==> src/pkg/sep_pkg.sv <==
package sep_pkg;

    localparam int MEM_AW = 8;
    localparam int SYNC_STAGES = 2;
    localparam logic [3:0] LAST_BIT = 4'h7;
    localparam logic [3:0] BIT_CNT_RESET = 4'h0;
    localparam int SEL_RW_POS = 0;
    localparam int SEL_CE_LSB = 1;
    localparam int SEL_CE_MSB = 3;
    localparam int SEL_TYPE_LSB = 4;
    localparam int SEL_TYPE_MSB = 7;
    localparam logic [7:0] ADDR_RESET = 8'h00;
    localparam logic [7:0] SHIFT_RESET = 8'h00;

    typedef enum logic [3:0] {
        ST_IDLE,
        ST_DEVSEL,
        ST_DEVACK,
        ST_ADDR,
        ST_ADDRACK,
        ST_WAIT,
        ST_RDATA,
        ST_MACK,
        ST_NEXT
    } sep_state_e;

endpackage

==> src/sep_ee_core.sv <==
`timescale 1ns/1ns
module sep_ee_core
    import sep_pkg::*;
#(
    parameter int ADDR_W = MEM_AW,
    // Arbitrary value; device type field of the select byte
    parameter logic [3:0] DEV_TYPE = 4'h5
)
(
    input wire logic sys_clk_in,
    input wire logic srst_in,
    input wire logic scl_in,
    input wire logic sda_in,
    output logic sda_out,
    output logic sda_oe_n_out,
    input wire logic chip_sel_pin_0,
    input wire logic chip_sel_pin_1,
    input wire logic chip_sel_pin_2,
    input wire logic write_protect_in,
    input wire logic prog_busy_in,
    input wire logic mem_wr_en_in,
    input wire logic [ADDR_W-1:0] mem_wr_addr_in,
    input wire logic [7:0] mem_wr_data_in,
    output logic standby_out,
    output logic [ADDR_W-1:0] addr_out
);

    logic [4:0] pins_s;
    logic scl_d_reg;
    logic sda_d_reg;
    sep_state_e state_reg;
    sep_state_e state_next;
    logic [3:0] bit_cnt_reg;
    logic [3:0] bit_cnt_next;
    logic [7:0] shift_reg;
    logic [7:0] shift_next;
    logic [ADDR_W-1:0] addr_reg;
    logic [ADDR_W-1:0] addr_next;
    logic sda_oe_n_reg;
    logic sda_oe_n_next;
    logic standby_reg;
    logic standby_next;
    logic rw_reg;
    logic rw_next;
    logic sda_lo_reg;
    logic [7:0] mem [0:(2**ADDR_W)-1];

    sep_sync #(
        .WIDTH(5)
    ) u_pin_sync (
        .clk_in(sys_clk_in),
        .srst_in(srst_in),
        .d_in({scl_in, sda_in, chip_sel_pin_2, chip_sel_pin_1, chip_sel_pin_0}),
        .q_out(pins_s)
    );

    wire scl_s;
    wire sda_s;
    wire [2:0] ce_s;
    wire scl_rise;
    wire scl_fall;
    wire start_evt;
    wire stop_evt;
    wire last_bit;
    wire [7:0] rx_byte;
    wire [ADDR_W-1:0] rx_addr;
    wire type_ok;
    wire ce_ok;
    wire sel_match;
    wire in_read;
    wire [7:0] rd_byte;
    wire [ADDR_W-1:0] addr_inc;
    wire [ADDR_W-1:0] addr_top;

    assign scl_s = pins_s[4];
    assign sda_s = pins_s[3];
    assign ce_s = pins_s[2:0];
    assign scl_rise = scl_s & ~scl_d_reg;
    assign scl_fall = ~scl_s & scl_d_reg;
    // Data edges while the clock stays high frame a transfer
    assign start_evt = scl_s & scl_d_reg & sda_d_reg & ~sda_s;
    assign stop_evt = scl_s & scl_d_reg & ~sda_d_reg & sda_s;
    assign last_bit = (bit_cnt_reg == LAST_BIT);
    assign rx_byte = {shift_reg[6:0], sda_s};
    assign rx_addr = rx_byte[ADDR_W-1:0];
    assign type_ok = (rx_byte[SEL_TYPE_MSB:SEL_TYPE_LSB] == DEV_TYPE);
    assign ce_ok = (rx_byte[SEL_CE_MSB:SEL_CE_LSB] == ce_s);
    assign sel_match = type_ok & ce_ok;
    assign in_read = (state_reg == ST_RDATA) || (state_reg == ST_MACK) || (state_reg == ST_NEXT);
    // read path
    // The read path never consults the write protect level
    assign rd_byte = mem[addr_reg];
    // counter wrap
    // Natural overflow of the counter returns it to location zero
    assign addr_inc = addr_reg + {{(ADDR_W-1){1'b0}}, 1'b1};
    assign addr_top = '1;

    // Array contents come from the write engine
    always_ff @(posedge sys_clk_in)
    begin
        if (mem_wr_en_in)
        begin
            mem[mem_wr_addr_in] <= mem_wr_data_in;
        end
    end

    always_comb
    begin
        state_next = state_reg;
        bit_cnt_next = bit_cnt_reg;
        shift_next = shift_reg;
        addr_next = addr_reg;
        sda_oe_n_next = sda_oe_n_reg;
        standby_next = standby_reg;
        rw_next = rw_reg;
        if (start_evt && !prog_busy_in)
        begin
            state_next = ST_DEVSEL;
            bit_cnt_next = BIT_CNT_RESET;
            sda_oe_n_next = 1'b1;
            standby_next = 1'b0;
        end
        else if (stop_evt && !in_read)
        begin
            state_next = ST_IDLE;
            sda_oe_n_next = 1'b1;
            standby_next = 1'b1;
        end
        else
        begin
            unique case (state_reg)
                ST_IDLE:
                begin
                    sda_oe_n_next = 1'b1;
                end
                ST_DEVSEL:
                begin
                    if (scl_rise)
                    begin
                        shift_next = rx_byte;
                        bit_cnt_next = bit_cnt_reg + 4'h1;
                        if (last_bit)
                        begin
                            if (sel_match && !prog_busy_in)
                            begin
                                state_next = ST_DEVACK;
                                rw_next = rx_byte[SEL_RW_POS];
                            end
                            else
                            begin
                                state_next = ST_IDLE;
                                standby_next = 1'b1;
                            end
                        end
                    end
                end
                ST_DEVACK:
                begin
                    if (scl_fall)
                    begin
                        bit_cnt_next = BIT_CNT_RESET;
                        if (sda_oe_n_reg)
                        begin
                            sda_oe_n_next = 1'b0;
                        end
                        else if (rw_reg)
                        begin
                            state_next = ST_RDATA;
                            shift_next = rd_byte;
                            sda_oe_n_next = rd_byte[7];
                        end
                        else
                        begin
                            state_next = ST_ADDR;
                            sda_oe_n_next = 1'b1;
                        end
                    end
                end
                ST_ADDR:
                begin
                    if (scl_rise)
                    begin
                        shift_next = rx_byte;
                        bit_cnt_next = bit_cnt_reg + 4'h1;
                        if (last_bit)
                        begin
                            addr_next = rx_addr;
                            state_next = ST_ADDRACK;
                        end
                    end
                end
                ST_ADDRACK:
                begin
                    if (scl_fall)
                    begin
                        if (sda_oe_n_reg)
                        begin
                            sda_oe_n_next = 1'b0;
                        end
                        else
                        begin
                            sda_oe_n_next = 1'b1;
                            state_next = ST_WAIT;
                        end
                    end
                end
                ST_WAIT:
                begin
                    // Data bytes belong to the write engine
                    sda_oe_n_next = 1'b1;
                end
                ST_RDATA:
                begin
                    if (scl_fall)
                    begin
                        bit_cnt_next = bit_cnt_reg + 4'h1;
                        if (last_bit)
                        begin
                            sda_oe_n_next = 1'b1;
                            state_next = ST_MACK;
                            addr_next = addr_inc;
                        end
                        else
                        begin
                            shift_next = {shift_reg[6:0], 1'b0};
                            sda_oe_n_next = shift_reg[6];
                        end
                    end
                end
                ST_MACK:
                begin
                    if (scl_rise)
                    begin
                        if (!sda_s)
                        begin
                            state_next = ST_NEXT;
                        end
                        else
                        begin
                            state_next = ST_IDLE;
                            standby_next = 1'b1;
                        end
                    end
                end
                ST_NEXT:
                begin
                    if (scl_fall)
                    begin
                        state_next = ST_RDATA;
                        bit_cnt_next = BIT_CNT_RESET;
                        shift_next = rd_byte;
                        sda_oe_n_next = rd_byte[7];
                    end
                end
            endcase
        end
    end

    always_ff @(posedge sys_clk_in)
    begin
        if (srst_in)
        begin
            scl_d_reg <= 1'b1;
            sda_d_reg <= 1'b1;
            state_reg <= ST_IDLE;
            bit_cnt_reg <= BIT_CNT_RESET;
            shift_reg <= SHIFT_RESET;
            addr_reg <= ADDR_RESET[ADDR_W-1:0];
            sda_oe_n_reg <= 1'b1;
            standby_reg <= 1'b1;
            rw_reg <= 1'b0;
            sda_lo_reg <= 1'b0;
        end
        else
        begin
            scl_d_reg <= scl_s;
            sda_d_reg <= sda_s;
            state_reg <= state_next;
            bit_cnt_reg <= bit_cnt_next;
            shift_reg <= shift_next;
            addr_reg <= addr_next;
            sda_oe_n_reg <= sda_oe_n_next;
            standby_reg <= standby_next;
            rw_reg <= rw_next;
            sda_lo_reg <= 1'b0;
        end
    end

    assign sda_out = sda_lo_reg;
    assign sda_oe_n_out = sda_oe_n_reg;
    assign standby_out = standby_reg;
    assign addr_out = addr_reg;
endmodule // sep_ee_core

==> src/sep_sync.sv <==
`timescale 1ns/1ns
module sep_sync
    import sep_pkg::*;
#(
    parameter int WIDTH = 1
)
(
    input wire logic clk_in,
    input wire logic srst_in,
    input wire logic [WIDTH-1:0] d_in,
    output logic [WIDTH-1:0] q_out
);

    logic [WIDTH-1:0] meta_reg;
    logic [WIDTH-1:0] sync_reg;

    // First stage feeds only the second stage
    always_ff @(posedge clk_in)
    begin
        if (srst_in)
        begin
            meta_reg <= '0;
            sync_reg <= '0;
        end
        else
        begin
            meta_reg <= d_in;
            sync_reg <= meta_reg;
        end
    end

    assign q_out = sync_reg;

endmodule // sep_sync

==> config.mk <==
export PLATFORM = sky130hd
export DESIGN_NAME = sep_ee_core
export DESIGN_NICKNAME = d
export VERILOG_FILES = /design/src/pkg/sep_pkg.sv /design/src/sep_ee_core.sv /design/src/sep_sync.sv
export SDC_FILE = /design/constraint.sdc
export NUM_CORES = 2
export LEC_CHECK = 0
export CORE_UTILIZATION = 32
export DETAILED_ROUTE_END_ITERATION = 8
export DONT_BUFFER_PORTS = 1
export GPL_TIMING_DRIVEN = 0
export SYNTH_ARGS = -nofsm -noshare
export SYNTH_HDL_FRONTEND = slang
export SYNTH_SLANG_ARGS = --single-unit
==> constraint.sdc <==
create_clock -name sys_clk_in -period 2.9 [get_ports sys_clk_in]
set_input_delay 0.58 -clock sys_clk_in [delete_from_list [all_inputs] [get_ports sys_clk_in]]
set_output_delay 0.58 -clock sys_clk_in [all_outputs]
set_load 0.005 [all_outputs]
==> summary.json <==
{
  "detailed_routing_iterations_pass_1": {"value": 9},
  "synthCells": {"value": 4178},
  "clock_sink_count": {"value": 2094},
  "clkLatencyLatePin": {"value": 920, "unit": "ps"},
  "run_status": {"value": "complete, but fails checks"},
  "drt_first_iter_violations": {"value": 9609},
  "final_standard_cell_count_with_taps_included_and_fillers_excluded": {"value": 8215},
  "grt.busiest_layer": {"value": "met2"},
  "crit_path_max_fanout": {"value": 9},
  "power.ir.vdd_worst": {"value": 0.0006334, "unit": "V"},
  "cellLeakagePower": {"value": 0.02967, "unit": "µW"},
  "power_per_cell_area": {"value": 611.0, "unit": "mW/mm²"},
  "routed-via-count": {"value": 49880},
  "groute.usage.overall": {"value": 25.71, "unit": "%"},
  "cts.path.max_buffers": {"value": 3},
  "antenna_left": {"value": 0},
  "synth_cell_count_leaders": {"value": "sky130_fd_sc_hd__edfxtp_1 (2048), sky130_fd_sc_hd__mux4_2 (416), sky130_fd_sc_hd__nor2_1 (346), sky130_fd_sc_hd__mux2i_1 (256), sky130_fd_sc_hd__clkbuf_1 (112)"},
  "global_route.usage.met1": {"value": 32.32, "unit": "%"},
  "number_of_antenna_violations_at_the_first_check_in_global_routing": {"value": 29},
  "final_util": {"value": 38.86, "unit": "%"},
  "remaining_drc_errors": {"value": 0},
  "first_pass_grt_wire_length": {"value": 437800, "unit": "µm"},
  "dieArea": {"value": 0.2605, "unit": "mm²"},
  "max-cap-violations": {"value": 2},
  "timing_worst_slew_pin_value": {"value": 1802, "unit": "ps"},
  "post-synth-top-count-cell": {"value": "sky130_fd_sc_hd__edfxtp_1"},
  "floorplan.die.width": {"value": 510.4, "unit": "µm"},
  "postSynthRegisterBits": {"value": 2094},
  "htreeDepth": {"value": 4},
  "synth.lib_cells_used.distinct": {"value": 84},
  "crit_arrival": {"value": 4410, "unit": "ps"},
  "avg_inst_size_synth": {"value": 19.80, "unit": "µm²"},
  "met3_usage": {"value": 9.809, "unit": "%"},
  "wire_per_inst": {"value": 41.59, "unit": "µm"},
  "violations_in_the_final_reports": {"value": "max-capacitance violations, max-slew violations, negative setup slack"},
  "layout_nets": {"value": 4659},
  "timing_worst_setup_path_type": {"value": "flop to flop"},
  "placeableCoreArea": {"value": 0.2569, "unit": "mm²"},
  "synth.yosys.seq_area_share": {"value": 75.47, "unit": "%"},
  "post_synthesis_net_count": {"value": 4206},
  "path_clk_slew": {"value": 60, "unit": "ps"},
  "fp.dieH": {"value": 510.4, "unit": "µm"},
  "clock_tree_from_tritoncts": {"value": "yes"},
  "grt_start_max_net_pins": {"value": 257},
  "final.setup.worst_slack": {"value": -739.9, "unit": "ps"},
  "slew_viol_final": {"value": 22},
  "final_min_period_over_clock_period": {"value": 125.5, "unit": "%"},
  "r2r_setup_slack": {"value": -740, "unit": "ps"},
  "fin_skew": {"value": 81.93, "unit": "ps"},
  "share_of_post_route_cells_with_drive_strength_above_1": {"value": 30.33, "unit": "%"},
  "critPathCaptureType": {"value": "flop"},
  "hp-class": {"value": "primary input to flop"},
  "grt_use_met2": {"value": 37.01, "unit": "%"},
  "io_pins": {"value": 37},
  "final.min_clock_period": {"value": 3640, "unit": "ps"},
  "clock-root-buffer": {"value": "sky130_fd_sc_hd__clkbuf_16"},
  "grt_overflow": {"value": 0},
  "clock_buffers_created_by_tritoncts": {"value": 208},
  "most_instantiated_flip_flop_cell_in_the_synthesis_netlist": {"value": "sky130_fd_sc_hd__edfxtp_1"},
  "hpwl": {"value": 210700, "unit": "µm"},
  "area_share_of_the_largest_cell_type_after_synthesis": {"value": 74.36, "unit": "%"},
  "timing.critical_path.required": {"value": 3670, "unit": "ps"},
  "min-delay-start": {"value": "mem_wr_data_in[1]"},
  "area_delta_synth_final": {"value": 20.71, "unit": "%"},
  "timing.final.setup_violations": {"value": 198},
  "largest_register_ffs": {"value": 2048},
  "synth-async-reset-ratio": {"value": 0, "unit": "%"},
  "routabilityCongestion": {"value": 1.062},
  "first_global_vias": {"value": 45700},
  "max-slew-margin-rel": {"value": -20.11, "unit": "%"},
  "max_clock_freq": {"value": 274.7, "unit": "MHz"},
  "synth_area_leader_cell": {"value": "sky130_fd_sc_hd__edfxtp_1"},
  "timing.final.hold_violations": {"value": 0},
  "initial_utilization": {"value": 32.19, "unit": "%"},
  "post_synth_instance_area": {"value": 0.08271, "unit": "mm²"},
  "rsz0062_at_grt": {"value": "yes"},
  "core.rowCount": {"value": 186},
  "yosysWarningCount": {"value": 0},
  "routed_via_density": {"value": 6.072},
  "synth_top_cells_by_area": {"value": "sky130_fd_sc_hd__edfxtp_1 (74%), sky130_fd_sc_hd__mux4_2 (11%), sky130_fd_sc_hd__mux2i_1 (3.1%)"},
  "io_buffer_count": {"value": 0},
  "place_inst": {"value": 7568},
  "critPathLaunchType": {"value": "flop"},
  "synth_edf_count": {"value": 2048},
  "totalWireLength": {"value": 341600, "unit": "µm"}
}
-- area by class of cell --
class                   instances  area (µm²)
fillers                     22990      157100
flip-flops and latches       2094       62430
multi-input cells            1808       19990
clock buffers                 264        5475
well taps                    3384        4234
plain buffers                 258        3532
repair buffers                250        2838
clock inverters               128        1244
inverters                      11       48.80
diodes                         18       45.04
-- worst paths after layout --
check	endpoint	cells past startpoint
hold / removal	mem[245][1]	1
setup / recovery	shift_reg[6]	5
setup reg to reg	shift_reg[6]	5
hold reg to reg	u_pin_sync.q_out[0]	1
-- cell families after synthesis --
family	Yosys count	share of synthesized area, %
adders and majority gates	2	0.03025
buffers and inverters	276	2.281
AOI/OAI and AO/OA	458	3.924
and+or+nand+nor	660	3.601
xor gates and xnor gates	5	0.05295
DFF	2094	75.47
other	1	0.004534
muxes	682	14.63
-- layer usage --
layer / wire length [µm] / up-vias
li1: - / 18290
met1: 119800 / 26340
met2: 146300 / 4265
met3: 50400 / 977
met4: 25140 / 8
met5: 67 / -
-- critical path, stage by stage, from the launching register on --
cell                       delay (ps)
sky130_fd_sc_hd__dfxtp_2          470
sky130_fd_sc_hd__nor2_1           640
sky130_fd_sc_hd__nand2_1          670
sky130_fd_sc_hd__o211ai_1        1200
sky130_fd_sc_hd__nor4_4           120
sky130_fd_sc_hd__or3_1            390
-- where the power goes --
part / internal (µW) / switching [µW]
logic: 138 / 629
registers: 33300 / 25.8
clock network: 14600 / 12400
total: 48000 / 13000
-- cell usage in the layout, fill, tap and decap left out, types with 15 or more instances in the layout --
master                      netlist  routed
sky130_fd_sc_hd__buf_8            8      25
sky130_fd_sc_hd__clkbuf_8         0      15
sky130_fd_sc_hd__nor2_1         346     217
sky130_fd_sc_hd__clkbuf_4         1      22
sky130_fd_sc_hd__clkbuf_1       112      90
sky130_fd_sc_hd__o221ai_1        89      72
sky130_fd_sc_hd__buf_12          25      84
sky130_fd_sc_hd__o21ai_0         43      37
sky130_fd_sc_hd__mux2i_1        256     238
sky130_fd_sc_hd__diode_2          0      18
sky130_fd_sc_hd__a31oi_1         20      15
sky130_fd_sc_hd__nor3_1          37      20
sky130_fd_sc_hd__a21oi_1         87      76
sky130_fd_sc_hd__nand2_1         87      84
sky130_fd_sc_hd__edfxtp_1      2048    2048
sky130_fd_sc_hd__clkbuf_2         0      21
sky130_fd_sc_hd__clkbuf_16        0     214
sky130_fd_sc_hd__dfxtp_1         46      40
sky130_fd_sc_hd__clkinv_2         0      37
sky130_fd_sc_hd__o221ai_2         6      20
sky130_fd_sc_hd__nor2b_1         33      31
sky130_fd_sc_hd__o22ai_1         65      54
sky130_fd_sc_hd__nand3_1         66      61
sky130_fd_sc_hd__mux4_2         416     416
sky130_fd_sc_hd__a22oi_1         52      47
sky130_fd_sc_hd__buf_16           0      62
sky130_fd_sc_hd__buf_6           23      32
sky130_fd_sc_hd__clkinv_1         0      51
sky130_fd_sc_hd__nor2_4           0      32
sky130_fd_sc_hd__nor2_2           0      97
sky130_fd_sc_hd__buf_4           29     181
-- through the flow --
stage / setup TNS [ps] / setup slack, ps / hold WS (ps) / power (µW) / cell area, µm²
floorplan: 0 / 453.8 / 413.8 / 34080 / 82710
global placement: -1659820 / -3433 / 426.2 / 34210 / 86940
detailed placement: -1323530 / -3004 / 423.4 / 34220 / 87070
CTS: -3785 / -450.4 / 1.570 / 60830 / 97470
global route: -3542 / -570.2 / 17.86 / 62030 / 99810
finish: -11060 / -739.9 / 72.06 / 61000 / 99840
-- what timing repair did --
action / CTS / global route
cloned: 0 / 5
hold endpoints to repair: 533 / 18
setup endpoints to repair: 684 / 673
pin swaps: 29 / 57
resized for setup: 639 / 231
hold buffers: 27 / 2
buffers inserted: 80 / 131
Power figures use the tool's default switching activity.
